### src/logic_array_pkg.sv
// Constants, types and carriers shared by the macrocell and port logic.
// ****************************************************************
// What this block does
// - Sixteen output cells in two groups; group a drives ports A/B, b drives B/C.
// - Term sum passes polarity XOR, then registered or combinatorial mux to pin and feedback.
// - Each output cell flip-flop acts as D, T, JK or SR storage.
// - Clock, preset, clear come from terms; clock may be dedicated pin rising edge.
// - Preset and clear are active high; clear may use two terms.
// - Group a: three native terms; group b: four native terms; fixed borrow limits.
// - A term used by one cell is unavailable to others; fixed donors only.
// - Extra terms come from another cell and add delay to that output.
// - Software loads and reads all sixteen flip-flops; cell n maps to bit n mod 8 of its group's data byte.
// - A software load overrides preset, clear and clock of that flip-flop.
// - Load happens at write strobe trailing edge or throughout the strobe, per configuration.
// - Per-group eight-bit mask resets to zero; a one blocks loading that cell.
// - Pin driver enable is enable term ORed with the direction bit.
// - Logic output without enable equation is held off during reset and drives from the first clock after reset onward.
// - A cell used as internal node still feeds back and frees its pin.
// - Twenty input cells: pass, latch or register, all readable by software.
// - Input cell enable is a term or address strobe; one term per four bits for cells 0-15, one per two bits for cells 16-19.
// - Pin mux picks data-out, latched address, cell output or external chip select.
// - Readback returns exactly one selected source per access.
// - Without enable term and not a logic output, direction bit alone drives enable.
// - Ports A, B, C are eight bits, port D three; pins configured individually.
// - Port C pins 0, 1, 5, 6 never carry output cell values.
// ****************************************************************
package logic_array_pkg;
   localparam int NCELL = 16;
   localparam int GRP   = 8;
   localparam int NIN   = 20;
   localparam int NPIN  = 27;
   localparam int NLE   = 6;
   localparam int BASE_B = 8;
   localparam int BASE_C = 16;
   localparam int BASE_D = 24;
   localparam int CLK_PIN_BIT = 25;
   localparam logic [7:0] ADDR_PIN_IN  = 8'h00;
   localparam logic [7:0] ADDR_DOUT    = 8'h04;
   localparam logic [7:0] ADDR_DIR     = 8'h08;
   localparam logic [7:0] ADDR_CTRL    = 8'h0c;
   localparam logic [7:0] ADDR_INCELL  = 8'h10;
   localparam logic [7:0] ADDR_PINMUX  = 8'h14;
   localparam logic [7:0] ADDR_GA_DATA = 8'h20;
   localparam logic [7:0] ADDR_GB_DATA = 8'h21;
   localparam logic [7:0] ADDR_GA_MASK = 8'h22;
   localparam logic [7:0] ADDR_GB_MASK = 8'h23;
   localparam logic [7:0] MASK_RESET   = 8'h00;
   localparam logic [3:0] NATIVE_A     = 4'h7;
   localparam logic [3:0] NATIVE_B     = 4'hf;
   localparam logic [7:0] C_CELL_OK    = 8'h9c;
   typedef enum logic [1:0] {FF_D, FF_T, FF_JK, FF_SR} ff_kind_type;
   typedef enum logic [1:0] {IN_PASS, IN_LATCH, IN_REG} in_mode_type;
   typedef struct packed {
      ff_kind_type kind;
      logic        invert;
      logic        registered;
      logic        clk_pin;
      logic        expand;
      logic [3:0]  use_terms;
      logic [3:0]  borrow;
   } cell_cfg_type;
   typedef struct packed {
      logic [3:0] sum;
      logic       k;
      logic       clk;
      logic       pre;
      logic [1:0] clr;
   } cell_terms_type;
   typedef struct packed {
      logic cell_drive;
      logic from_b;
      logic oe_eq;
   } pin_cfg_type;
   typedef struct packed {
      in_mode_type mode;
      logic        by_ale;
   } in_cfg_type;
endpackage

### src/macrocell_port_logic.sv
// Output cells, input cells, pin multiplexers and readback of the logic array.
`timescale 1ns/1ps
module macrocell_port_logic (
   input  wire logic                                         clk,        // 20 MHz clock.
   input  wire logic                                         rstn,       // Sync reset, low.
   input  wire logic                                         sel,        // Register space select.
   input  wire logic [7:0]                                   addr,       // Low address byte.
   input  wire logic [7:0]                                   din,        // Write data.
   input  wire logic                                         wr_n,       // Write strobe, low.
   input  wire logic                                         rd_n,       // Read strobe, low.
   input  wire logic                                         ale,        // Address strobe.
   output logic      [7:0]                                   dout,       // Read data.
   output logic                                              dout_en,    // Drives data bus.
   input  wire logic                                         level_load, // Level load mode.
   input  wire logic_array_pkg::cell_cfg_type [15:0]         cell_cfg,   // Cell setup.
   input  wire logic_array_pkg::cell_terms_type [15:0]       terms,      // Cell terms.
   input  wire logic_array_pkg::pin_cfg_type [26:0]          pin_cfg,    // Pin setup.
   input  wire logic [26:0]                                  oe_pt,      // Enable terms.
   input  wire logic [3:0][7:0]                              port_dout,  // Data-out regs.
   input  wire logic [3:0][7:0]                              port_dir,   // Direction regs.
   input  wire logic [1:0][7:0]                              port_ctrl,  // Control regs.
   input  wire logic [5:0]                                   le_pt,      // Input enables.
   input  wire logic_array_pkg::in_cfg_type [19:0]           in_cfg,     // Input cell setup.
   input  wire logic [2:0]                                   ext_cs,     // Chip selects.
   input  wire logic [26:0]                                  pins_in,    // Pin levels.
   output logic      [26:0]                                  pins_out,   // Pin values.
   output logic      [26:0]                                  pins_oe,    // Pin enables.
   output logic      [15:0]                                  fb,         // Cell feedback.
   output logic      [19:0]                                  incell      // Input cells.
);
   import logic_array_pkg::*;

   // ****************************************************************
   // Pin input synchronisers
   // ****************************************************************
   logic [NPIN-1:0] s1_q;
   logic [NPIN-1:0] s2_q;
   logic [NPIN-1:0] s3_q;
   logic [NPIN-1:0] pin_q;
   logic            clk_pin_rise;

   // A pin level counts only once the second and third stages agree.
   always_ff @(posedge clk) begin
      if (!rstn) begin
         s1_q  <= '0;
         s2_q  <= '0;
         s3_q  <= '0;
         pin_q <= '0;
      end else begin
         s1_q  <= pins_in;
         s2_q  <= s1_q;
         s3_q  <= s2_q;
         pin_q <= (s2_q & s3_q) | (pin_q & (s2_q | s3_q));
      end
   end

   // Rising edge of the dedicated logic clock pin after filtering.
   assign clk_pin_rise = s2_q[CLK_PIN_BIT] & s3_q[CLK_PIN_BIT] & ~pin_q[CLK_PIN_BIT];

   // ****************************************************************
   // Bus write path and masks
   // ****************************************************************
   logic       wr_act;
   logic       wr_prev_q;
   logic [7:0] wr_addr_q;
   logic [7:0] wr_data_q;
   logic       edge_fire;
   logic [7:0] mask_a_q;
   logic [7:0] mask_b_q;
   logic       hit_a;
   logic       hit_b;
   logic [7:0] ld_data;
   logic [NCELL-1:0] load_v;

   assign wr_act    = sel & ~wr_n;
   assign edge_fire = wr_prev_q & wr_n;

   // Address and data are held while the strobe is low for the trailing edge.
   always_ff @(posedge clk) begin
      if (!rstn) begin
         wr_prev_q <= 1'b0;
         wr_addr_q <= 8'h00;
         wr_data_q <= 8'h00;
      end else begin
         wr_prev_q <= wr_act;
         if (wr_act) begin
            wr_addr_q <= addr;
            wr_data_q <= din;
         end
      end
   end

   // Masks are always written at the strobe's trailing edge.
   always_ff @(posedge clk) begin
      if (!rstn) begin
         mask_a_q <= MASK_RESET;
         mask_b_q <= MASK_RESET;
      end else if (edge_fire) begin
         if (wr_addr_q == ADDR_GA_MASK) begin
            mask_a_q <= wr_data_q;
         end
         if (wr_addr_q == ADDR_GB_MASK) begin
            mask_b_q <= wr_data_q;
         end
      end
   end

   // Level mode loads every cycle of the strobe; edge mode once at its end.
   assign hit_a   = level_load ? (wr_act && addr == ADDR_GA_DATA)
                               : (edge_fire && wr_addr_q == ADDR_GA_DATA);
   assign hit_b   = level_load ? (wr_act && addr == ADDR_GB_DATA)
                               : (edge_fire && wr_addr_q == ADDR_GB_DATA);
   assign ld_data = level_load ? din : wr_data_q;
   // A set mask bit keeps software away from that cell.
   assign load_v  = {hit_b ? ~mask_b_q : 8'h00, hit_a ? ~mask_a_q : 8'h00};

   // ****************************************************************
   // Output cells
   // ****************************************************************
   logic [NCELL-1:0] cell_q;
   logic [NCELL-1:0] ptclk_q;
   logic [NCELL-1:0] exp_q;
   logic [NCELL-1:0] sum_w;
   logic [NCELL-1:0] xr_w;
   logic [NCELL-1:0] out_c;
   logic [NCELL-1:0] fb_q;

   for (genvar g = 0; g < NCELL; g++) begin : g_cell
      localparam int DON = g ^ 1;
      localparam int EXP = (g & GRP) | ((g + 2) % GRP);
      localparam logic [3:0] NAT = (g < GRP) ? NATIVE_A : NATIVE_B;
      logic [3:0] own;
      logic [3:0] lent;
      logic       clk_en;

      // Borrowed terms are only those the fixed donor leaves unused.
      assign own  = terms[g].sum & cell_cfg[g].use_terms & NAT;
      assign lent = terms[DON].sum & ~cell_cfg[DON].use_terms & NAT
                  & cell_cfg[g].borrow;
      // Expansion goes through another cell and costs a cycle of delay.
      assign sum_w[g]  = (|own) | (|lent) | (cell_cfg[g].expand & exp_q[g]);
      assign xr_w[g]   = sum_w[g] ^ cell_cfg[g].invert;
      assign out_c[g]  = cell_cfg[g].registered ? cell_q[g] : xr_w[g];
      assign clk_en    = cell_cfg[g].clk_pin ? clk_pin_rise
                                             : (terms[g].clk & ~ptclk_q[g]);

      // Load beats clear, clear beats preset, and both beat the clock.
      always_ff @(posedge clk) begin
         if (!rstn) begin
            cell_q[g]  <= 1'b0;
            ptclk_q[g] <= 1'b0;
            exp_q[g]   <= 1'b0;
         end else begin
            ptclk_q[g] <= terms[g].clk;
            exp_q[g]   <= sum_w[EXP];
            if (load_v[g]) begin
               cell_q[g] <= ld_data[g % GRP];
            end else if (|terms[g].clr) begin
               cell_q[g] <= 1'b0;
            end else if (terms[g].pre) begin
               cell_q[g] <= 1'b1;
            end else if (clk_en) begin
               unique case (cell_cfg[g].kind)
                  FF_D:  cell_q[g] <= xr_w[g];
                  FF_T:  cell_q[g] <= cell_q[g] ^ xr_w[g];
                  FF_JK: cell_q[g] <= (xr_w[g] & ~cell_q[g]) | (~terms[g].k & cell_q[g]);
                  FF_SR: cell_q[g] <= ~terms[g].k & (xr_w[g] | cell_q[g]);
               endcase
            end
         end
      end
   end

   // Feedback to the array exists whether or not the cell reaches a pin.
   always_ff @(posedge clk) begin
      if (!rstn) begin
         fb_q <= '0;
      end else begin
         fb_q <= out_c;
      end
   end

   // ****************************************************************
   // Pin multiplexers and driver enables
   // ****************************************************************
   logic [7:0]      addr_lat_q;
   logic [NPIN-1:0] pval_w;
   logic [NPIN-1:0] poe_w;
   logic [NPIN-1:0] out_q;
   logic [NPIN-1:0] oe_q;

   // Address latched by the strobe for address-out pins.
   always_ff @(posedge clk) begin
      if (!rstn) begin
         addr_lat_q <= 8'h00;
      end else if (ale) begin
         addr_lat_q <= addr;
      end
   end

   for (genvar k = 0; k < NPIN; k++) begin : g_pin
      localparam int P = k / GRP;
      localparam int N = k % GRP;
      logic drive;
      logic src;
      if (P == 0) begin : g_a
         assign drive = pin_cfg[k].cell_drive;
         assign src   = drive ? out_c[N] : (port_ctrl[0][N] ? addr_lat_q[N]
                                                            : port_dout[0][N]);
      end else if (P == 1) begin : g_b
         assign drive = pin_cfg[k].cell_drive;
         assign src   = drive ? (pin_cfg[k].from_b ? out_c[GRP + N] : out_c[N])
                              : (port_ctrl[1][N] ? addr_lat_q[N] : port_dout[1][N]);
      end else if (P == 2) begin : g_c
         // Test access pins never see a cell value.
         assign drive = pin_cfg[k].cell_drive & C_CELL_OK[N];
         assign src   = drive ? out_c[GRP + N] : port_dout[2][N];
      end else begin : g_d
         assign drive = pin_cfg[k].cell_drive;
         assign src   = drive ? ext_cs[N] : port_dout[3][N];
      end
      assign pval_w[k] = src;
      // Logic outputs with no enable equation are always driven.
      assign poe_w[k]  = (drive & ~pin_cfg[k].oe_eq)
                       | (pin_cfg[k].oe_eq & oe_pt[k]) | port_dir[P][N];
   end

   // Every pin is set up on its own from its own configuration bits.
   always_ff @(posedge clk) begin
      if (!rstn) begin
         out_q <= '0;
         oe_q  <= '0;
      end else begin
         out_q <= pval_w;
         oe_q  <= poe_w;
      end
   end

   // ****************************************************************
   // Input cells
   // ****************************************************************
   logic [NIN-1:0] in_q;
   logic [NIN-1:0] en_q;

   for (genvar j = 0; j < NIN; j++) begin : g_in
      localparam int PI = (j < BASE_C) ? j : BASE_C + ((j == 16) ? 2 : (j == 17) ? 3
                                                      : (j == 18) ? 4 : 7);
      localparam int LG = (j < BASE_C) ? j / 4 : ((j < 18) ? 4 : 5);
      logic en;
      assign en = in_cfg[j].by_ale ? ale : le_pt[LG];

      // Register mode needs an edge, so the enable is remembered per cell.
      always_ff @(posedge clk) begin
         if (!rstn) begin
            in_q[j] <= 1'b0;
            en_q[j] <= 1'b0;
         end else begin
            en_q[j] <= en;
            case (in_cfg[j].mode)
               IN_PASS:  in_q[j] <= pin_q[PI];
               IN_LATCH: if (en) begin
                  in_q[j] <= pin_q[PI];
               end
               IN_REG:   if (en && !en_q[j]) begin
                  in_q[j] <= pin_q[PI];
               end
               default:  in_q[j] <= in_q[j];
            endcase
         end
      end
   end

   // ****************************************************************
   // Readback buffer
   // ****************************************************************
   logic [3:0][7:0] pin_rd;
   logic [3:0][7:0] mux_rd;
   logic [3:0][7:0] in_rd;
   logic [3:0][7:0] ctrl_rd;
   logic [7:0]      rd_val;
   logic            rd_cond;
   logic [7:0]      dout_q;
   logic            dout_en_q;

   assign pin_rd  = {5'h00, pin_q};
   assign mux_rd  = {5'h00, out_q};
   assign in_rd   = {8'h00, in_q[19], 2'h0, in_q[18:16], 2'h0, in_q[15:0]};
   assign ctrl_rd = {16'h0000, port_ctrl};
   assign rd_cond = sel & ~rd_n;

   // Only one source reaches the bus; unmapped addresses read as zero.
   always_comb begin
      rd_val = 8'h00;
      case (addr[7:2])
         ADDR_PIN_IN[7:2]: rd_val = pin_rd[addr[1:0]];
         ADDR_DOUT[7:2]:   rd_val = port_dout[addr[1:0]];
         ADDR_DIR[7:2]:    rd_val = port_dir[addr[1:0]];
         ADDR_CTRL[7:2]:   rd_val = ctrl_rd[addr[1:0]];
         ADDR_INCELL[7:2]: rd_val = in_rd[addr[1:0]];
         ADDR_PINMUX[7:2]: rd_val = mux_rd[addr[1:0]];
         ADDR_GA_DATA[7:2]: begin
            if (addr == ADDR_GA_DATA) begin
               rd_val = cell_q[7:0];
            end else if (addr == ADDR_GB_DATA) begin
               rd_val = cell_q[15:8];
            end else if (addr == ADDR_GA_MASK) begin
               rd_val = mask_a_q;
            end else begin
               rd_val = mask_b_q;
            end
         end
         default:          rd_val = 8'h00;
      endcase
   end

   // Read data is registered; it appears one cycle after the strobe.
   always_ff @(posedge clk) begin
      if (!rstn) begin
         dout_q    <= 8'h00;
         dout_en_q <= 1'b0;
      end else begin
         dout_en_q <= rd_cond;
         if (rd_cond) begin
            dout_q <= rd_val;
         end
      end
   end

   assign dout     = dout_q;
   assign dout_en  = dout_en_q;
   assign pins_out = out_q;
   assign pins_oe  = oe_q;
   assign fb       = fb_q;
   assign incell   = in_q;
endmodule

### config.mk
export PLATFORM = sky130hd
export DESIGN_NAME = macrocell_port_logic
export DESIGN_NICKNAME = d
export VERILOG_FILES = /design/src/logic_array_pkg.sv /design/src/macrocell_port_logic.sv
export SDC_FILE = /design/constraint.sdc
export NUM_CORES = 1
export LEC_CHECK = 0
export BUFFER_PORTS_ARGS = -buffer_cell sky130_fd_sc_hd__buf_2
export CAP_MARGIN = 0
export CORE_AREA = 2 2 304 306
export CTS_CLUSTER_SIZE = 14
export DETAILED_ROUTE_END_ITERATION = 10
export DIE_AREA = 0 0 306 308
export SETUP_SLACK_MARGIN = 0.5
export SLEW_MARGIN = 30
export SYNTH_ARGS = -nofsm -noshare
export SYNTH_HDL_FRONTEND = slang
export SYNTH_SLANG_ARGS = --single-unit
### constraint.sdc
create_clock -name clk -period 2.6 [get_ports clk]
set_input_delay 0.52 -clock clk [delete_from_list [all_inputs] [get_ports clk]]
set_output_delay 0.52 -clock clk [all_outputs]
set_load 0.1 [all_outputs]
==> flow_metrics.tcl <==
set metrics [dict create \
    clockRootBuffer "sky130_fd_sc_hd__clkbuf_16" \
    worst-setup-path-type "flop to flop" \
    core_box_area_um2 91000 \
    die_y_um 308 \
    final_core_util_pct 25.7 \
    status "finished clean" \
    insertion_delay_ns 0.60 \
    synthFlopType "sky130_fd_sc_hd__dfxtp_1" \
    finalWorstPathRequiredPeriod_ns 2.51 \
    most_common_cell_after_layout_fill_and_taps_aside "sky130_fd_sc_hd__buf_2" \
    std_cell_rows 111 \
    globalRouteOverflowTotal 0 \
    fin_crit_sh_pct 96.6 \
    layout-drive-gt1-share_pct 42.2 \
    routed_via_density 4.52 \
    io-pin-count 774 \
    critPathRequiredTime_ns 3.06 \
    finish.net_count 3221 \
    r2r-start "exp_q[15]" \
    hp-class "input pin to flop" \
    pin_count_of_the_biggest_net_entering_global_routing 65 \
    inserted_clock_buffers 39 \
    yosysWarningCount 0 \
    synthToLayoutAreaGrowth_pct 50.5 \
    reg_to_reg_end "cell_q[15]" \
    clk_transition_reported_paths_ns 0.06 \
    first_global_vias 15744 \
    initial_utilization_pct 17.1 \
    fp.dieArea_um2 94200 \
    detail_route.wirelength_um 84300 \
    r2r_cells 10 \
    synth_cell_types 76 \
    timing.max_slew.rel_slack_pct 57.5 \
    fin_cells 3761 \
    ant_nets 0 \
    post-layout-total-power_mw 13.9 \
    syn-instance-count 1719 \
    worst_hold_slack_ns 0.136 \
    grt_antenna_before_repair 37 \
    grt_util_all_layers_pct 16.9 \
    ir_drop_uv 320 \
    ff_latch_area_um2 6340 \
    dpl-instance-area_um2 21400 \
    holdCritStartpoint "pin_cfg[56]" \
    cellPowerDensity_nw_per_um2 595 \
    worst_hold_path.num_cells 2 \
    route.vias.total 17013 \
    setup_slack_ns 0.0896 \
    multi_input_comb_area_um2 9230 \
    cts_htree_levels 2 \
    finish.instance_area_um2 23400 \
    wire_per_inst_um 22.4 \
    dieWidth_um 306 \
    synth_async_sr_flop_share_pct 0 \
    synth_area_per_cell_um2 9.04 \
    worst-slew-pin-transition_ns 0.633 \
    postSynthRegisterBits 316 \
    synth-edff-count 0 \
    timing.final.hold_violations 0 \
    cts_tree "done" \
    finalClockSkew_ns 0.0546 \
    timing.fmax_mhz 398 \
    rsz0062_at_grt "true" \
    place.detailed.instances 3657 \
    timing.final.max_slew_violations 0 \
    place.detailed.hpwl_um 70700 \
    worst_setup_path_start_kind "flop" \
    placement.setup.worst_slack_ns -0.329 \
    maxCapViolCount 0 \
    worst-r2r-setup-slack_ns 0.09 \
    min_to "pins_out[18]" \
    mappedNetlistNets 2410 \
    io_buffers 726 \
    timing.critical_path.arrival_ns 2.97 \
    cp_max_fo 3 \
    cts_sinks 316 \
    drtIter0Drc 1181 \
    finalWeightedCongestion 0.908 \
    post_synth_instance_area_um2 15500 \
    kind_of_end_point_of_the_critical_path "flop" \
    timing.setup.tns_ns 0 \
    drt_first_pass_iters 6 \
    clock_path_buffers 3 \
    wire_length_of_the_first_global_routing_pass_um 114000 \
    drcViolationCount 0 \
    finalSetupViolations 0 \
    most_used_cells_in_the_layout_excluding_fill_and_tap_cells "sky130_fd_sc_hd__buf_2 (717), sky130_fd_sc_hd__dfxtp_1 (309), sky130_fd_sc_hd__nor2_1 (198), sky130_fd_sc_hd__nand2_1 (163), sky130_fd_sc_hd__and2_1 (107)" \
    yosysSeqAreaShare_pct 40.7 \
    leakage_nw 10.3 \
    fillers 9919 \
]
==> worst max-delay path by stage <==
stage / start / to / slack, ns
floorplan: terms[131] / cell_q[14] / 0.08
global placement: terms[77] / cell_q[8] / -0.33
detailed placement: terms[77] / cell_q[8] / -0.33
CTS: exp_q[15] / cell_q[15] / 0.17
global route: exp_q[15] / cell_q[15] / -0.02
finish: exp_q[15] / cell_q[15] / 0.09
==> area by class of cell <==
cell class	instances	area share, %
clock buffer	50	4.73
tap	1186	6.34
antenna	14	0.150
multi-input combinational	1287	39.5
inverter	43	0.722
sequential	316	27.1
clock inverter	22	1.14
timing repair buffer	843	20.3
==> cell families (layout without fill, tap and decap cells) <==
| group | after synthesis | count (layout) | share of synthesized area (%) |
|---|---|---|---|
| fa+ha+maj | 16 | 16 | 1.29 |
| flops | 316 | 316 | 40.7 |
| other cells | 0 | 14 | 0 |
| compound gates | 397 | 397 | 18.2 |
| simple gates | 722 | 722 | 23.9 |
| mux | 148 | 148 | 12.3 |
| buf+inv | 116 | 958 | 3.45 |
| xor+xnor | 4 | 4 | 0.225 |
==> where the power goes <==
| part | switching [mW] | internal [mW] |
|---|---|---|
| Sequential | 0.113 | 5.06 |
| Clock | 2.47 | 3.38 |
| Combinational | 1.79 | 1.10 |
| Total | 4.37 | 9.53 |
==> cell usage after synthesis (18+ instances only) <==
cell type,instances,area (µm²)
sky130_fd_sc_hd__a211oi_1,52,390
sky130_fd_sc_hd__a21oi_1,81,405
sky130_fd_sc_hd__a22oi_1,27,203
sky130_fd_sc_hd__a31oi_1,18,113
sky130_fd_sc_hd__and2_1,107,669
sky130_fd_sc_hd__clkbuf_1,46,173
sky130_fd_sc_hd__dfxtp_1,316,6330
sky130_fd_sc_hd__inv_1,43,161
sky130_fd_sc_hd__mux2i_1,101,1010
sky130_fd_sc_hd__mux4_2,23,518
sky130_fd_sc_hd__nand2_1,174,653
sky130_fd_sc_hd__nand3_1,24,120
sky130_fd_sc_hd__nand3b_1,37,278
sky130_fd_sc_hd__nor2_1,203,762
sky130_fd_sc_hd__nor2b_1,37,231
sky130_fd_sc_hd__nor3_1,27,135
sky130_fd_sc_hd__nor3b_1,20,150
sky130_fd_sc_hd__o21ai_0,48,240
sky130_fd_sc_hd__o221ai_1,22,193
sky130_fd_sc_hd__or3_1,19,119
==> routing by layer <==
layer  GRT usage [%]  wire length [µm]
met1            21.5             35900
met2            27.0             38300
met3            4.71              7080
met4            6.29              2790
met5               0               153
==> state kept, by name (all words and copies together), names as in the netlist, 16 cells and up <==
signal / cells
pin_q: 27
pins_oe: 27
pins_out: 27
s1_q: 27
s2_q: 27
s3_q: 27
en_q: 20
incell: 20
cell_q: 16
exp_q: 16
fb: 16
ptclk_q: 16
==> timing repair <==
item | 4_1_cts | 5_1_grt
pin swaps | 22 | 39
buffers inserted | 6 | 12
hold buffers | 0 | 0
setup endpoints to repair | 20 | 24
resized for setup | 29 | 80
==> worst max-delay path, cell delays in order, from the launching register on <==
cell	delay (ns)
sky130_fd_sc_hd__dfxtp_1	0.30
sky130_fd_sc_hd__a222oi_1	0.32
sky130_fd_sc_hd__o211ai_1	0.21
sky130_fd_sc_hd__or4_1	0.47
sky130_fd_sc_hd__nand2_1	0.10
sky130_fd_sc_hd__ha_1	0.22
sky130_fd_sc_hd__and3b_1	0.19
sky130_fd_sc_hd__a41oi_2	0.16
sky130_fd_sc_hd__o211ai_1	0.10
sky130_fd_sc_hd__a31oi_1	0.21
sky130_fd_sc_hd__o32ai_2	0.11
(Power assumes the default switching activity.)
